===== config.mk =====
export PLATFORM = sky130hd
export DESIGN_NAME = ptc_config_top
export DESIGN_NICKNAME = d
export VERILOG_FILES = /design/src/logic/ptc_pkg.sv /design/src/logic/ptc_addr_match.sv /design/src/logic/ptc_config_top.sv /design/src/logic/ptc_port_capture.sv
export SDC_FILE = /design/constraint.sdc
export NUM_CORES = 1
export LEC_CHECK = 0
export BUFFER_PORTS_ARGS = -buffer_cell sky130_fd_sc_hd__buf_2
export CAP_MARGIN = 0
export CORE_AREA = 2 2 421 423
export DETAILED_ROUTE_END_ITERATION = 8
export DIE_AREA = 0 0 423 425
export GPL_TIMING_DRIVEN = 0
export SYNTH_ARGS = -nofsm -noshare
export SYNTH_HDL_FRONTEND = slang
export SYNTH_SLANG_ARGS = --single-unit

===== constraint.sdc =====
create_clock -name clk -period 3.6 [get_ports clk]
set_input_delay 0.36 -clock clk [delete_from_list [all_inputs] [get_ports clk]]
set_output_delay 0.36 -clock clk [all_outputs]
set_load 0.05 [all_outputs]

===== src/logic/ptc_pkg.sv =====
package ptc_pkg;

    // Register byte offsets on the plain register port.
    localparam logic [11:0] PTC_AUX_MAC_HI_OFS  = 12'h18c;
    localparam logic [11:0] PTC_AUX_MAC_LO_OFS  = 12'h190;
    localparam logic [11:0] PTC_CONFIG_OFS      = 12'h194;
    localparam logic [11:0] PTC_INT_STS_OFS     = 12'h198;
    localparam logic [11:0] PTC_INT_MASK_OFS    = 12'h19c;

    // Field positions inside the configuration register.
    localparam int PTC_P1_MS_BIT    = 23;
    localparam int PTC_P1_PRI_BIT   = 22;
    localparam int PTC_P1_ALT1_BIT  = 21;
    localparam int PTC_P1_ALT2_BIT  = 20;
    localparam int PTC_P1_ALT3_BIT  = 19;
    localparam int PTC_P1_USER_BIT  = 18;
    localparam int PTC_P1_LKRX_BIT  = 17;
    localparam int PTC_P1_LKTX_BIT  = 16;
    localparam int PTC_P0_MS_BIT    = 15;
    localparam int PTC_P0_PRI_BIT   = 14;

    // Writable bits of the configuration register and their reset value.
    localparam logic [31:0] PTC_CONFIG_MASK  = 32'h00ffc000;
    localparam logic [31:0] PTC_CONFIG_RESET = 32'h00434000;
    localparam logic [15:0] PTC_AUX_HI_RESET = 16'h0000;
    localparam logic [31:0] PTC_AUX_LO_RESET = 32'h00000000;

    // Status bit positions: port 1 rx, port 1 tx, port 0 rx, port 0 tx.
    localparam int PTC_IRQ_P1RX = 0;
    localparam int PTC_IRQ_P1TX = 1;
    localparam int PTC_IRQ_P0RX = 2;
    localparam int PTC_IRQ_P0TX = 3;
    localparam int PTC_NUM_IRQ  = 4;

    // PTP multicast destinations.
    localparam logic [47:0] PTC_MAC_PRI  = 48'h01005e000181;
    localparam logic [47:0] PTC_MAC_ALT1 = 48'h01005e000182;
    localparam logic [47:0] PTC_MAC_ALT2 = 48'h01005e000183;
    localparam logic [47:0] PTC_MAC_ALT3 = 48'h01005e000184;

    typedef enum logic [1:0] {
        PTC_MSG_OTHER  = 2'b00,
        PTC_MSG_SYNC   = 2'b01,
        PTC_MSG_DLYREQ = 2'b10
    } ptc_msg_t;

    // One frame event seen by a port's timestamp unit.
    typedef struct packed {
        logic        valid;
        logic        is_tx;
        ptc_msg_t    msg;
        logic [47:0] dst_mac;
        logic [79:0] source_identity;
        logic [15:0] seq_id;
    } ptc_frame_t;

    // Per-port decoded configuration.
    typedef struct packed {
        logic master_select;
        logic primary_addr_enable;
        logic alt_addr1_enable;
        logic alt_addr2_enable;
        logic alt_addr3_enable;
        logic user_addr_enable;
        logic lock_rx;
        logic lock_tx;
    } ptc_port_cfg_t;

    // Stored capture of one direction.
    typedef struct packed {
        logic [63:0] clock;
        logic [79:0] source_identity;
        logic [15:0] seq_id;
    } ptc_capture_t;

endpackage : ptc_pkg


===== src/logic/ptc_addr_match.sv =====
`timescale 1ns/100ps
module ptc_addr_match
    import ptc_pkg::*;
(
    input  wire logic [47:0]   dst_mac,
    input  wire ptc_port_cfg_t cfg,
    input  wire logic [47:0]   aux_mac,
    output logic               is_ptp
);

    always_comb begin
        is_ptp = 1'b0;
        if (cfg.primary_addr_enable && dst_mac == PTC_MAC_PRI) begin
            is_ptp = 1'b1;
        end
        if (cfg.alt_addr1_enable && dst_mac == PTC_MAC_ALT1) begin
            is_ptp = 1'b1;
        end
        if (cfg.alt_addr2_enable && dst_mac == PTC_MAC_ALT2) begin
            is_ptp = 1'b1;
        end
        if (cfg.alt_addr3_enable && dst_mac == PTC_MAC_ALT3) begin
            is_ptp = 1'b1;
        end
        if (cfg.user_addr_enable && dst_mac == aux_mac) begin
            is_ptp = 1'b1;
        end
    end

endmodule : ptc_addr_match


===== src/logic/ptc_config_top.sv =====
`timescale 1ns/100ps
// How it works
// - Port 1 master stamps transmitted Sync and received Delay_Req.
// - Port 1 slave (reset) stamps transmitted Delay_Req and received Sync.
// - Port 1 primary enable (reset one) admits 01:00:5E:00:01:81.
// - Port 1 first alternate enable admits 01:00:5E:00:01:82; resets zero.
// - Port 1 second alternate enable admits 01:00:5E:00:01:83; resets zero.
// - Port 1 third alternate enable admits 01:00:5E:00:01:84; resets zero.
// - Port 1 user enable admits the programmed auxiliary address; resets zero.
// - Auxiliary address is 48 bits from a 16-bit high and 32-bit low register.
// - Port 1 rx lock keeps stored capture while rx interrupt is pending.
// - Port 1 tx lock keeps stored capture while tx interrupt is pending.
// - Host port master stamps transmitted Sync and received Delay_Req.
// - Host port slave (reset) stamps transmitted Delay_Req and received Sync.
// - Host port: from fabric counts as receive, toward fabric as transmit.
// - Host port primary enable (reset one) admits 01:00:5E:00:01:81.
module ptc_config_top
    import ptc_pkg::*;
(
    input  wire logic         clk,
    input  wire logic         arst_n,
    input  wire logic [11:0]  reg_addr,
    input  wire logic [31:0]  reg_wdata,
    input  wire logic         reg_wr,
    input  wire logic         reg_rd,
    output logic [31:0]       reg_rdata,
    input  wire logic [63:0]  clock_now,
    input  wire ptc_frame_t   p1_frame,
    input  wire logic         p0_valid,
    input  wire logic         p0_from_fabric,
    input  wire ptc_msg_t     p0_msg,
    input  wire logic [47:0]  p0_dst_mac,
    input  wire logic [79:0]  p0_source_identity,
    input  wire logic [15:0]  p0_seq_id,
    output ptc_capture_t      p1_rx_cap,
    output ptc_capture_t      p1_tx_cap,
    output ptc_capture_t      p0_rx_cap,
    output ptc_capture_t      p0_tx_cap,
    output logic              irq
);

    logic [31:0]            cfg_reg;
    logic [15:0]            aux_hi;
    logic [31:0]            aux_lo;
    logic [PTC_NUM_IRQ-1:0] int_sts;
    logic [PTC_NUM_IRQ-1:0] int_mask;
    logic [47:0]            aux_mac;
    ptc_port_cfg_t          p1_cfg;
    ptc_port_cfg_t          p0_cfg;
    ptc_frame_t             p0_frame;
    logic                   p1_ok;
    logic                   p0_ok;
    logic                   p1_rx_ev;
    logic                   p1_tx_ev;
    logic                   p0_rx_ev;
    logic                   p0_tx_ev;
    logic [PTC_NUM_IRQ-1:0] ev_vec;

    function automatic logic hit(input logic [11:0] a, input logic [11:0] ofs);
        hit = (a == ofs);
    endfunction : hit

    assign aux_mac = {aux_hi, aux_lo};

    // Port 0 fields outside this block's scope are held inactive.
    assign p1_cfg = '{master_select:       cfg_reg[PTC_P1_MS_BIT],
                      primary_addr_enable: cfg_reg[PTC_P1_PRI_BIT],
                      alt_addr1_enable:    cfg_reg[PTC_P1_ALT1_BIT],
                      alt_addr2_enable:    cfg_reg[PTC_P1_ALT2_BIT],
                      alt_addr3_enable:    cfg_reg[PTC_P1_ALT3_BIT],
                      user_addr_enable:    cfg_reg[PTC_P1_USER_BIT],
                      lock_rx:             cfg_reg[PTC_P1_LKRX_BIT],
                      lock_tx:             cfg_reg[PTC_P1_LKTX_BIT]};
    assign p0_cfg = '{master_select:       cfg_reg[PTC_P0_MS_BIT],
                      primary_addr_enable: cfg_reg[PTC_P0_PRI_BIT],
                      default:             1'b0};

    // The host port sees the fabric side: frames from it are receive.
    assign p0_frame = '{valid:           p0_valid,
                        is_tx:           !p0_from_fabric,
                        msg:             p0_msg,
                        dst_mac:         p0_dst_mac,
                        source_identity: p0_source_identity,
                        seq_id:          p0_seq_id};

    ptc_addr_match u_p1_match (
        .dst_mac (p1_frame.dst_mac),
        .cfg     (p1_cfg),
        .aux_mac (aux_mac),
        .is_ptp  (p1_ok)
    );

    ptc_addr_match u_p0_match (
        .dst_mac (p0_frame.dst_mac),
        .cfg     (p0_cfg),
        .aux_mac (aux_mac),
        .is_ptp  (p0_ok)
    );

    ptc_port_capture u_p1_cap (
        .clk        (clk),
        .arst_n     (arst_n),
        .frame      (p1_frame),
        .addr_ok    (p1_ok),
        .cfg        (p1_cfg),
        .clock_now  (clock_now),
        .rx_pending (int_sts[PTC_IRQ_P1RX]),
        .tx_pending (int_sts[PTC_IRQ_P1TX]),
        .rx_event   (p1_rx_ev),
        .tx_event   (p1_tx_ev),
        .rx_cap     (p1_rx_cap),
        .tx_cap     (p1_tx_cap)
    );

    ptc_port_capture u_p0_cap (
        .clk        (clk),
        .arst_n     (arst_n),
        .frame      (p0_frame),
        .addr_ok    (p0_ok),
        .cfg        (p0_cfg),
        .clock_now  (clock_now),
        .rx_pending (int_sts[PTC_IRQ_P0RX]),
        .tx_pending (int_sts[PTC_IRQ_P0TX]),
        .rx_event   (p0_rx_ev),
        .tx_event   (p0_tx_ev),
        .rx_cap     (p0_rx_cap),
        .tx_cap     (p0_tx_cap)
    );

    assign ev_vec = {p0_tx_ev, p0_rx_ev, p1_tx_ev, p1_rx_ev};

    always_ff @(posedge clk or negedge arst_n) begin
        if (!arst_n) begin
            cfg_reg <= PTC_CONFIG_RESET;
        end else if (reg_wr && hit(reg_addr, PTC_CONFIG_OFS)) begin
            cfg_reg <= reg_wdata & PTC_CONFIG_MASK;
        end
    end

    always_ff @(posedge clk or negedge arst_n) begin
        if (!arst_n) begin
            aux_hi <= PTC_AUX_HI_RESET;
            aux_lo <= PTC_AUX_LO_RESET;
        end else if (reg_wr) begin
            if (hit(reg_addr, PTC_AUX_MAC_HI_OFS)) begin
                aux_hi <= reg_wdata[15:0];
            end
            if (hit(reg_addr, PTC_AUX_MAC_LO_OFS)) begin
                aux_lo <= reg_wdata;
            end
        end
    end

    // A capture in the same cycle as a write-one clear keeps its bit set.
    always_ff @(posedge clk or negedge arst_n) begin
        if (!arst_n) begin
            int_sts <= '0;
        end else begin
            if (reg_wr && hit(reg_addr, PTC_INT_STS_OFS)) begin
                int_sts <= (int_sts & ~reg_wdata[PTC_NUM_IRQ-1:0]) | ev_vec;
            end else begin
                int_sts <= int_sts | ev_vec;
            end
        end
    end

    always_ff @(posedge clk or negedge arst_n) begin
        if (!arst_n) begin
            int_mask <= '0;
        end else if (reg_wr && hit(reg_addr, PTC_INT_MASK_OFS)) begin
            int_mask <= reg_wdata[PTC_NUM_IRQ-1:0];
        end
    end

    assign irq = |(int_sts & int_mask);

    // Unmapped addresses read as zero.
    always_ff @(posedge clk or negedge arst_n) begin
        if (!arst_n) begin
            reg_rdata <= '0;
        end else if (reg_rd) begin
            case (reg_addr)
                PTC_AUX_MAC_HI_OFS: reg_rdata <= {16'h0000, aux_hi};
                PTC_AUX_MAC_LO_OFS: reg_rdata <= aux_lo;
                PTC_CONFIG_OFS:     reg_rdata <= cfg_reg;
                PTC_INT_STS_OFS:    reg_rdata <= {28'h0000000, int_sts};
                PTC_INT_MASK_OFS:   reg_rdata <= {28'h0000000, int_mask};
                default:            reg_rdata <= '0;
            endcase
        end else begin
            reg_rdata <= '0;
        end
    end

    a_p1_master_tx_sync: assert property (@(posedge clk) disable iff (!arst_n)
        (p1_frame.valid && p1_ok && p1_cfg.master_select && p1_frame.is_tx
         && p1_frame.msg == PTC_MSG_SYNC) |=> p1_tx_ev)
        else $error("Port 1 master missed Sync transmit capture.");

    a_p1_slave_rx_sync: assert property (@(posedge clk) disable iff (!arst_n)
        (p1_frame.valid && p1_ok && !p1_cfg.master_select && !p1_frame.is_tx
         && p1_frame.msg == PTC_MSG_SYNC) |=> p1_rx_ev)
        else $error("Port 1 slave missed Sync receive capture.");

    a_p1_no_addr: assert property (@(posedge clk) disable iff (!arst_n)
        !p1_ok |=> !(p1_rx_ev || p1_tx_ev))
        else $error("Port 1 captured a frame with no enabled address.");

    a_p1_pri_match: assert property (@(posedge clk) disable iff (!arst_n)
        (p1_frame.dst_mac == PTC_MAC_PRI) |-> (p1_ok == cfg_reg[PTC_P1_PRI_BIT]))
        else $error("Port 1 primary address match disagrees with enable.");

    a_p1_alt1_match: assert property (@(posedge clk) disable iff (!arst_n)
        (p1_frame.dst_mac == PTC_MAC_ALT1) |-> (p1_ok == cfg_reg[PTC_P1_ALT1_BIT]))
        else $error("Port 1 first alternate match disagrees with enable.");

    a_p1_user_match: assert property (@(posedge clk) disable iff (!arst_n)
        (p1_frame.dst_mac == aux_mac && cfg_reg[PTC_P1_USER_BIT]) |-> p1_ok)
        else $error("Port 1 auxiliary address not matched.");

    a_p1_rx_locked: assert property (@(posedge clk) disable iff (!arst_n)
        (p1_cfg.lock_rx && int_sts[PTC_IRQ_P1RX]) |=> $stable(p1_rx_cap))
        else $error("Port 1 rx capture overwritten under lock.");

    a_p1_tx_locked: assert property (@(posedge clk) disable iff (!arst_n)
        (p1_cfg.lock_tx && int_sts[PTC_IRQ_P1TX]) |=> $stable(p1_tx_cap))
        else $error("Port 1 tx capture overwritten under lock.");

    a_p0_fabric_rx: assert property (@(posedge clk) disable iff (!arst_n)
        (p0_valid && p0_ok && p0_from_fabric && !p0_cfg.master_select
         && p0_msg == PTC_MSG_SYNC) |=> (p0_rx_ev && !p0_tx_ev))
        else $error("Host port Sync from fabric not taken as receive.");

    a_p0_master_tx: assert property (@(posedge clk) disable iff (!arst_n)
        (p0_valid && p0_ok && !p0_from_fabric && p0_cfg.master_select
         && p0_msg == PTC_MSG_SYNC) |=> p0_tx_ev)
        else $error("Host port master missed Sync toward fabric.");

    a_p0_pri_match: assert property (@(posedge clk) disable iff (!arst_n)
        (p0_dst_mac == PTC_MAC_PRI) |-> (p0_ok == cfg_reg[PTC_P0_PRI_BIT]))
        else $error("Host port primary match disagrees with enable.");

    a_aux_read: assert property (@(posedge clk) disable iff (!arst_n)
        (reg_rd && reg_addr == PTC_AUX_MAC_HI_OFS)
        |=> reg_rdata == {16'h0000, aux_mac[47:32]})
        else $error("Auxiliary high read mismatch.");

    c_p1_rx: cover property (@(posedge clk) disable iff (!arst_n) p1_rx_ev);
    c_p1_tx_lock: cover property (@(posedge clk) disable iff (!arst_n)
        p1_tx_ev && int_sts[PTC_IRQ_P1TX]);
    c_p0_tx: cover property (@(posedge clk) disable iff (!arst_n) p0_tx_ev);
    c_irq: cover property (@(posedge clk) disable iff (!arst_n) irq);

endmodule : ptc_config_top


===== src/logic/ptc_port_capture.sv =====
`timescale 1ns/100ps
module ptc_port_capture
    import ptc_pkg::*;
(
    input  wire logic          clk,
    input  wire logic          arst_n,
    input  wire ptc_frame_t    frame,
    input  wire logic          addr_ok,
    input  wire ptc_port_cfg_t cfg,
    input  wire logic [63:0]   clock_now,
    input  wire logic          rx_pending,
    input  wire logic          tx_pending,
    output logic               rx_event,
    output logic               tx_event,
    output ptc_capture_t       rx_cap,
    output ptc_capture_t       tx_cap
);

    logic want;
    logic rx_hit;
    logic tx_hit;

    // Master stamps outgoing Sync and incoming Delay_Req; slave the reverse.
    always_comb begin
        want = 1'b0;
        if (frame.valid && addr_ok) begin
            if (cfg.master_select) begin
                want = frame.is_tx ? (frame.msg == PTC_MSG_SYNC) : (frame.msg == PTC_MSG_DLYREQ);
            end else begin
                want = frame.is_tx ? (frame.msg == PTC_MSG_DLYREQ) : (frame.msg == PTC_MSG_SYNC);
            end
        end
    end

    assign rx_hit = want && !frame.is_tx;
    assign tx_hit = want && frame.is_tx;

    always_ff @(posedge clk or negedge arst_n) begin
        if (!arst_n) begin
            rx_event <= 1'b0;
            tx_event <= 1'b0;
        end else begin
            rx_event <= rx_hit;
            tx_event <= tx_hit;
        end
    end

    always_ff @(posedge clk or negedge arst_n) begin
        if (!arst_n) begin
            rx_cap <= '0;
        end else if (rx_hit && !(cfg.lock_rx && rx_pending)) begin
            rx_cap <= '{clock: clock_now, source_identity: frame.source_identity,
                        seq_id: frame.seq_id};
        end
    end

    always_ff @(posedge clk or negedge arst_n) begin
        if (!arst_n) begin
            tx_cap <= '0;
        end else if (tx_hit && !(cfg.lock_tx && tx_pending)) begin
            tx_cap <= '{clock: clock_now, source_identity: frame.source_identity,
                        seq_id: frame.seq_id};
        end
    end

endmodule : ptc_port_capture


==> impl_metrics.py, run 1 <==
metrics = {
    "status": {
        "status": "completed",
    },
    "floorplan": {
        "die_area_mm2": 0.180,
        "core.rowCount": 154,
        "io_pins": 1081,
        "die_y_um": 425,
        "die_x_um": 423,
        "initial_core_util_pct": 16.2,
        "core_mm2": 0.175,
    },
    "cts": {
        "path_clk_slew_ps": 60,
        "clock_latency_ps": 710,
        "root_buffer": "clkbuf_16",
        "clock_sinks": 742,
        "cts_buffer_depth": 3,
        "h-tree-depth": 3,
        "cts_tree": "built",
        "cts_made_buffers": 88,
    },
    "detailed_routing": {
        "wl_met2_um": 64800,
        "dr_wl_met3_um": 8850,
        "vias": 21500,
        "drt-met1-wl_um": 51100,
        "drtIter0Drc": 1241,
        "drc_errors": 0,
        "avgViaCountPerCell": 3.82,
        "top_layer": "met5",
        "firstDrtPassIters": 5,
        "ant_nets": 0,
        "wl_per_cell_um": 22.8,
        "wl_um": 128000,
    },
    "sta": {
        "rsz0062_at_grt": "no",
        "fin_worst_skew_ps": 27.4,
        "worst_pin_slew_ps": 1160,
        "slew-limit-headroom_pct": 22.4,
        "fmax_mhz": 294,
        "finalCritPeriodShare_pct": 94.6,
        "min_period_ps": 3410,
        "hold_viol": 0,
        "setup_violations": 0,
        "slew_viol_final": 0,
    },
    "critical_path": {
        "worstPathArrival_ps": 3990,
        "slowest_delay_ps": 610,
        "cp_num_buf_inv": 4,
        "reg2reg_from": "cfg_reg[15]",
        "crit_fanout": 22,
        "critPathMostFrequentCell": "clkbuf_1",
        "cp_top_family": "buffers and inverters",
        "regToRegSetupSlack_ps": 190,
        "reg2regPathDepth": 8,
        "cp-end-kind": "flop",
        "path_class": "flop to flop",
        "slowest_stage": "clkbuf_1",
        "crit_chain": "xor2_1 > o21ai_0 > nand4_1 > buf_4 > clkbuf_1 > buf_8 > clkbuf_1 > mux2_2",
        "required_ps": 4190,
        "start_kind": "flop",
        "r2r-end": "u_p0_cap.rx_cap[13]",
    },
    "logic_synthesis": {
        "synthArstFlopShare_pct": 100,
        "yosysUniqueCellTypes": 39,
        "synthTopCellsByArea": "dfrtp_1 65%, mux2_2 27%, xor2_1 1.3%, clkbuf_1 0.74%, mux2_1 0.72%",
        "yosysTopAreaCellShare_pct": 65.2,
        "synth_edf_count": 0,
        "synth_common_cells": "738 x dfrtp_1, 683 x mux2_2, 56 x clkbuf_1, 41 x xor2_1, 31 x nor2_1",
        "syn_inst": 1754,
        "syn_area_mm2": 0.0283,
        "syn_nets": 2162,
        "synth.largest_area_cell": "dfrtp_1",
        "ys_seq_area_share_pct": 65.6,
        "synth_most_common_cell": "dfrtp_1",
        "yosys_register_bits": 742,
        "syn_avg_cell_area_um2": 16.2,
        "ys.flop_type": "dfrtp_1",
        "ys_warn_count": 0,
    },
    "global_routing": {
        "grt.total_usage_pct": 13.7,
        "grt_pass1_vias": 22000,
        "overflow": 0,
        "grt_max_degree": 118,
        "grt_pass1_wl_um": 174000,
        "antenna_found_initial": 26,
    },
    "pwr": {
        "peakVddDrop_mv": 0.346,
        "p_int_uw": 14000,
        "p_sw_share_pct": 23.5,
        "finalPower_uw": 18400,
        "power.density_mw_per_mm2": 430,
        "p_comb_share_pct": 5.0,
        "p_switching_uw": 4330,
        "p_seq_share_pct": 45.4,
        "power_frac_clock_pct": 49.5,
        "cellLeakagePower_uw": 0.0235,
    },
    "place": {
        "post-dp-hpwl_um": 103000,
        "io_buffers": 1079,
        "globalplace.congestion": 0.907,
        "place_inst": 5182,
        "placed_area_mm2": 0.0369,
    },
    "finish": {
        "final_cells": 5633,
        "fill_cells": 18500,
        "fin_nets": 3628,
        "drive_above_1_share_pct": 59.6,
        "stdcell_area_mm2": 0.0428,
        "area_growth_pct": 50.9,
        "fin_util_pct": 24.4,
    },
    "min_path": {
        "min_path_type": "primary input to flop",
        "min-delay-start": "clock_now[48]",
        "worstHoldEndpoint": "u_p1_cap.tx_cap[144]",
        "min_path_cells": 2,
    },
    "run": {
        "drv_cap": 0,
    },
}
## per-stage QoR
step,TNS (ps),setup slack (ps),hold WS (ps)
CTS,-104,-15.4,2.65
global placement,-,-14390,408
detailed placement,-476210,-1840,239
finish,0,195,63.0
global route,0,13.7,15.9
floorplan,0,1110,64.4
## what timing repair did
item / CTS / global route
buffers inserted: 4 / 0
hold endpoints to repair: 887 / 0
setup endpoints to repair: 580 / 55
pin swaps: 2 / 0
resized for setup: 5 / 8
hold buffers: 286 / 0
## cell usage in the layout, fill, tap and decap left out, types with 9 or more instances in the layout
cell / instances
buf_2: 1102
dfrtp_1: 738
mux2_2: 683
dlygate4sd3_1: 286
clkbuf_16: 90
clkbuf_1: 63
xor2_1: 41
nor2_1: 31
a22oi_1: 20
nor4_1: 19
mux2_1: 18
clkinv_2: 16
clkbuf_8: 15
nand2_1: 14
nand4_1: 10
nor4b_1: 9
and2_1: 9
## kinds of logic after synthesis
kind of cell / count (synthesis) / share of synthesized area (%)
multiplexers: 703 / 27.9
AND/OR/NAND/NOR: 127 / 2.59
buffers and inverters: 89 / 1.30
AO/OA/AOI/OAI: 50 / 1.30
XOR/XNOR: 43 / 1.33
flip-flops: 742 / 65.6
## power groups by stage
stage	combinational [uW]	clock, uW	sequential [uW]
2_1_floorplan	49.9	0	8500
3_3_place_gp	634	0	8510
3_5_place_dp	669	0	8500
4_1_cts	939	9350	8350
5_1_grt	1000	9730	8340
6_report	924	9100	8350
## routing by layer
metal	track usage, %	vias up
li1	-	9256
met1	16.5	11300
met2	23.6	791
met3	3.98	196
met4	3.97	8
met5	0	-
## cell type report
cell class / count / area, um2 / share of cell area [%]
well taps: 2340 / 2930 / 6.85
plain buffers: 79 / 343 / 0.802
clock buffers: 122 / 2520 / 5.90
flip-flops and latches: 742 / 18600 / 43.4
inverters: 8 / 30.0 / 0.0702
clock inverters: 35 / 384 / 0.898
repair buffers: 1378 / 8540 / 20.0
multi-input cells: 923 / 9420 / 22.0
diodes: 6 / 15.0 / 0.0351
## worst max-delay path by stage
stage,start,slack [ps],cells after the start,end
6_report,cfg_reg[15],190,8,u_p0_cap.rx_cap[13]
3_3_place_gp,arst_n,-14390,1,reg_rdata[21]
5_1_grt,cfg_reg[21],10,8,u_p1_cap.rx_cap[39]
2_1_floorplan,p1_frame[117],1110,8,u_p1_cap.tx_cap[138]
4_1_cts,cfg_reg[21],-20,8,u_p1_cap.rx_cap[37]
3_5_place_dp,p0_dst_mac[34],-1840,9,u_p0_cap.rx_cap[18]
Note: power is estimated with default switching activity, not from simulation.
==> inputs of run 2 (changes only) <==
--- a/config.mk
+++ b/config.mk
@@ -11,6 +11,7 @@
 export DETAILED_ROUTE_END_ITERATION = 8
 export DIE_AREA = 0 0 423 425
 export GPL_TIMING_DRIVEN = 0
+export SETUP_SLACK_MARGIN = 0.2
 export SYNTH_ARGS = -nofsm -noshare
 export SYNTH_HDL_FRONTEND = slang
 export SYNTH_SLANG_ARGS = --single-unit
==> run 2 against run 1 <==
Core utilization about the same. Register-to-register slack gained 110 ps. Power barely moved. Critical path depth grew 2. Setup slack improved by 110 ps. Flip-flop and latch count is the same. Clock skew shrank 0.83 ps. Routed wire length is 0.17% higher. Final cell count about the same. Worst hold slack about the same. First-iteration DRC count is 2.8% higher. Sequential power about the same. Critical endpoint is now u_p1_cap.tx_cap[151]. Largest cell class unchanged.
==> impl_metrics.py, run 2 (same netlist as run 1, synthesis figures left out) <==
metrics = {
    "status": {
        "status": "completed",
    },
    "pwr": {
        "power.density_mw_per_mm2": 429,
        "cellLeakagePower_uw": 0.0235,
        "peakVddDrop_mv": 0.347,
    },
    "cts": {
        "root_buffer": "clkbuf_16",
        "cts_made_buffers": 88,
        "cts_buffer_depth": 3,
        "cts_tree": "built",
        "clock_latency_ps": 710,
        "path_clk_slew_ps": 60,
        "clock_sinks": 742,
        "h-tree-depth": 3,
    },
    "place": {
        "globalplace.congestion": 0.907,
        "placed_area_mm2": 0.0369,
        "place_ws_ps": -1840,
        "io_buffers": 1079,
        "post-dp-hpwl_um": 103000,
    },
    "global_routing": {
        "met2_usage_pct": 23.7,
        "met3_usage_pct": 3.96,
        "busiest_layer": "met2",
        "grt.total_usage_pct": 13.7,
        "grt_max_degree": 118,
        "overflow": 0,
        "met1_usage_pct": 16.5,
        "grt_pass1_vias": 22000,
        "grt_pass1_wl_um": 174000,
        "antenna_found_initial": 26,
    },
    "finish": {
        "final_cell_mix": "1101 x buf_2, 738 x dfrtp_1, 683 x mux2_2",
        "fin_nets": 3633,
        "stdcell_area_mm2": 0.0428,
        "area_growth_pct": 51.1,
        "drive_above_1_share_pct": 59.6,
        "final_common_cell": "buf_2",
    },
    "sta": {
        "fin_setup_tns_ps": 0,
        "slew-limit-headroom_pct": 23.7,
        "min_period_ps": 3290,
        "fin_ws_ps": 306,
        "fin_worst_skew_ps": 26.6,
        "fmax_mhz": 304,
        "worst_pin_slew_ps": 1140,
        "rsz0062_at_grt": "no",
        "slew_viol_final": 0,
        "finalCritPeriodShare_pct": 91.5,
        "setup_violations": 0,
        "hold_viol": 0,
    },
    "critical_path": {
        "regToRegSetupSlack_ps": 310,
        "critPathMostFrequentCell": "buf_2",
        "start_kind": "flop",
        "path_class": "flop to flop",
        "cp-end-kind": "flop",
        "crit_fanout": 10,
        "required_ps": 4170,
        "reg2regPathDepth": 10,
        "r2r-end": "u_p1_cap.tx_cap[151]",
        "reg2reg_from": "aux_lo[14]",
        "cp_top_family": "simple AND/OR/NAND/NOR gates",
        "slowest_stage": "nor4_1",
        "crit_chain": "xor2_1 > nor4_1 > nand3_1 > nor4_4 > buf_4 > o21ai_4 > buf_16 > buf_2 > buf_2 > mux2_1",
        "worstPathArrival_ps": 3870,
        "cp_num_buf_inv": 4,
        "slowest_delay_ps": 470,
    },
    "detailed_routing": {
        "vias": 21600,
        "wl_per_cell_um": 22.8,
        "avgViaCountPerCell": 3.83,
        "drtIter0Drc": 1276,
        "firstDrtPassIters": 5,
        "drc_errors": 0,
        "ant_nets": 0,
        "wl_um": 129000,
    },
    "floorplan": {
        "die_area_mm2": 0.180,
        "die_y_um": 425,
        "core_mm2": 0.175,
        "die_x_um": 423,
        "core.rowCount": 154,
        "io_pins": 1081,
        "initial_core_util_pct": 16.2,
    },
    "min_path": {
        "min_path_cells": 2,
        "min_path_type": "primary input to flop",
        "min-delay-start": "clock_now[48]",
        "worstHoldEndpoint": "u_p1_cap.tx_cap[144]",
    },
    "run": {
        "drv_cap": 0,
    },
}
## run 2: worst reg2reg max path: cells and delay by family (launching register included)
kind                   cells  cell delay (ps)
XOR/XNOR                   1              170
buffers and inverters      4              990
multiplexers               1              390
AND/OR/NAND/NOR            3             1020
flip-flops                 1              420
AO/OA/AOI/OAI              1              170
## run 2: cell type report
cell class	instances	area (um2)
inverter	8	30.0
clock inverter	35	384
multi-input combinational	923	9430
fill	18500	133000
antenna	6	15.0
clock buffer	122	2520
tap	2340	2930
timing repair buffer	1381	8560
buffer	81	355
sequential	742	18600
## run 2: timing repair
item | CTS | global route
pin swaps | 3 | 1
gates cloned | 0 | 0
hold buffers | 287 | 0
endpoints found under the hold margin | 887 | 0
endpoints found under the setup margin | 640 | 36
resized for setup | 12 | 4
setup buffers | 4 | 2
## run 2: layer usage
layer | wire length (um) | vias to the layer above
li1 | - | 9246
met1 | 51300 | 11400
met2 | 65100 | 792
met3 | 8670 | 188
met4 | 3530 | 8
met5 | 55 | -
## run 2: worst max path at each step
stage / start / end / slack [ps] / cells after the start
finish: aux_lo[14] / u_p1_cap.tx_cap[151] / 310 / 10
global route: cfg_reg[15] / u_p0_cap.tx_cap[120] / 210 / 7
CTS: cfg_reg[15] / u_p0_cap.rx_cap[154] / 210 / 8
detailed placement: p0_dst_mac[34] / u_p0_cap.rx_cap[18] / -1840 / 9
global placement: arst_n / reg_rdata[21] / -14390 / 1
floorplan: p1_frame[117] / u_p1_cap.tx_cap[138] / 1110 / 8
## run 2: metrics by stage
stage	hold slack, ps	utilization [%]	power, uW	cells
after detailed placement	239	21.1	9170	5182
after global routing	15.9	24.4	19100	5636
after floorplan	64.4	-	8550	1754
after global placement	408	20.9	9140	5173
final	62.5	24.4	18400	5638
after CTS	2.65	24.4	18600	5630
## run 2: report_power, final
| group | internal [uW] | leakage (uW) | total, uW | switching [uW] |
|---|---|---|---|---|
| Sequential | 8350 | 0.0104 | 8350 | 3.31 |
| Clock | 5280 | 0.00144 | 9100 | 3820 |
| Combinational | 417 | 0.0117 | 924 | 507 |
==> inputs of run 3 (changes only) <==
--- a/config.mk
+++ b/config.mk
@@ -10,7 +10,6 @@
 export CORE_AREA = 2 2 421 423
 export DETAILED_ROUTE_END_ITERATION = 8
 export DIE_AREA = 0 0 423 425
-export GPL_TIMING_DRIVEN = 0
 export SETUP_SLACK_MARGIN = 0.2
 export SYNTH_ARGS = -nofsm -noshare
 export SYNTH_HDL_FRONTEND = slang
==> run 3 against run 2 <==
Core utilization barely moved. First-iteration DRC count fell by 7.4%. Final cell count fell by 0.67%. Design area fell by 0.15%. Highest routed layer unchanged. Combinational power rose by 2%. Count of clock-buffer cells in the layout rose by 2. Non-clock buffer count fell by 34. Fmax rose by 8.6%. Routed wire length fell by 9.3%. Die area did not move. Register-to-register slack improved by 260 ps.
==> impl_metrics.py, run 3 (same netlist as run 1, synthesis figures left out) <==
metrics = {
    "cts": {
        "path_clk_slew_ps": 60,
        "cts_resized": 0,
        "root_buffer": "clkbuf_16",
        "cts_made_buffers": 85,
        "cts_tree": "built",
        "cts_buffer_depth": 3,
        "clock_sinks": 742,
        "clock_latency_ps": 710,
        "cts_hold_buf": 287,
        "h-tree-depth": 3,
        "post_cts_buffers": 0,
    },
    "pwr": {
        "power.density_mw_per_mm2": 422,
        "peakVddDrop_mv": 0.318,
        "cellLeakagePower_uw": 0.0235,
        "finalPower_uw": 18100,
    },
    "critical_path": {
        "cp_num_buf_inv": 2,
        "worstPathArrival_ps": 3590,
        "crit_fanout": 42,
        "path_class": "flop to flop",
        "slowest_delay_ps": 540,
        "regToRegSetupSlack_ps": 570,
        "required_ps": 4160,
        "start_kind": "flop",
        "slowest_stage": "nor4_1",
        "crit_chain": "xor2_1 > nor4_1 > nand3_1 > nor4_1 > buf_4 > o21ai_4 > buf_4 > mux2_2",
        "reg2regPathDepth": 8,
        "r2r-end": "u_p1_cap.tx_cap[78]",
        "cp-end-kind": "flop",
        "reg2reg_from": "aux_lo[14]",
        "cp_top_family": "simple AND/OR/NAND/NOR gates",
    },
    "floorplan": {
        "core_mm2": 0.175,
        "die_x_um": 423,
        "initial_core_util_pct": 16.2,
        "core.rowCount": 154,
        "die_y_um": 425,
        "die_area_mm2": 0.180,
        "io_pins": 1081,
    },
    "run": {
        "drv_cap": 0,
    },
    "sta": {
        "worst_pin_slew_ps": 984,
        "fin_worst_skew_ps": 29.9,
        "min_period_ps": 3030,
        "finalCritPeriodShare_pct": 84.2,
        "slew_viol_final": 0,
        "slew-limit-headroom_pct": 34.3,
        "fin_setup_tns_ps": 0,
        "rsz0062_at_grt": "no",
        "hold_viol": 0,
        "setup_violations": 0,
        "fmax_mhz": 330,
    },
    "detailed_routing": {
        "drtIter0Drc": 1181,
        "drc_errors": 0,
        "wl_um": 117000,
        "wl_per_cell_um": 20.8,
        "ant_nets": 0,
        "firstDrtPassIters": 6,
        "avgViaCountPerCell": 3.78,
        "vias": 21200,
    },
    "global_routing": {
        "grt.total_usage_pct": 12.4,
        "overflow": 0,
        "antenna_found_initial": 16,
        "grt_pass1_vias": 22200,
        "grt_max_degree": 83,
        "grt_pass1_wl_um": 162000,
    },
    "status": {
        "status": "completed",
    },
    "place": {
        "post-dp-hpwl_um": 90700,
        "globalplace.congestion": 0.916,
        "io_buffers": 1080,
    },
    "min_path": {
        "min-delay-start": "p1_frame[35]",
        "worstHoldEndpoint": "u_p1_cap.tx_cap[35]",
        "min_path_cells": 2,
        "min_path_type": "primary input to flop",
    },
    "finish": {
        "final_common_cell": "buf_2",
        "fin_nets": 3596,
        "fill_cells": 18500,
        "drive_above_1_share_pct": 60.4,
        "fin_util_pct": 24.4,
        "final_cell_mix": "1079 x buf_2, 738 x dfrtp_1, 683 x mux2_2",
        "area_growth_pct": 50.8,
    },
}
[run 3: worst max path at each step]
stage,start,cells past startpoint,endpoint
after floorplan,p1_frame[117],8,u_p1_cap.tx_cap[138]
after global placement,p1_frame[117],8,u_p1_cap.tx_cap[148]
after detailed placement,p1_frame[117],8,u_p1_cap.tx_cap[148]
after CTS,aux_lo[14],8,u_p1_cap.tx_cap[78]
after global routing,aux_lo[14],8,u_p1_cap.tx_cap[85]
final,aux_lo[14],8,u_p1_cap.tx_cap[78]
[run 3: per-layer routing]
metal | GRT usage (%) | vias to the layer above | wire length [um] | share of wire, %
met5 | 0 | - | 34 | 0.029
met1 | 14.5 | 11000 | 45200 | 39
met2 | 21.2 | 777 | 58500 | 50
met3 | 3.79 | 194 | 8450 | 7.2
li1 | - | 9166 | - | -
met4 | 4.93 | 6 | 4400 | 3.8
[run 3: final cells by class]
class | instances | area (um2) | share of cell area [%]
flip-flops and latches | 742 | 18600 | 43.5
multi-input cells | 923 | 9410 | 22.0
repair buffers | 1428 | 8950 | 20.9
well taps | 2340 | 2930 | 6.85
clock buffers | 124 | 2470 | 5.79
clock inverters | 27 | 353 | 0.826
inverters | 8 | 30.0 | 0.0703
diodes | 8 | 20.0 | 0.0468
[run 3: power by group]
part | switching [uW] | internal [uW]
Clock | 3730 | 5030
Sequential | 3.21 | 8350
Combinational | 518 | 425
[run 3: stage by stage]
stage | area [um2] | hold slack (ps) | worst slack [ps] | std cells
floorplan | 28300 | 64.4 | 1110 | 1754
global placement | 37000 | 413 | 330 | 5154
detailed placement | 37000 | 417 | 363 | 5154
CTS | 42700 | 4.45 | 570 | 5592
global route | 42700 | 22.1 | 423 | 5592
finish | 42700 | 65.2 | 567 | 5600
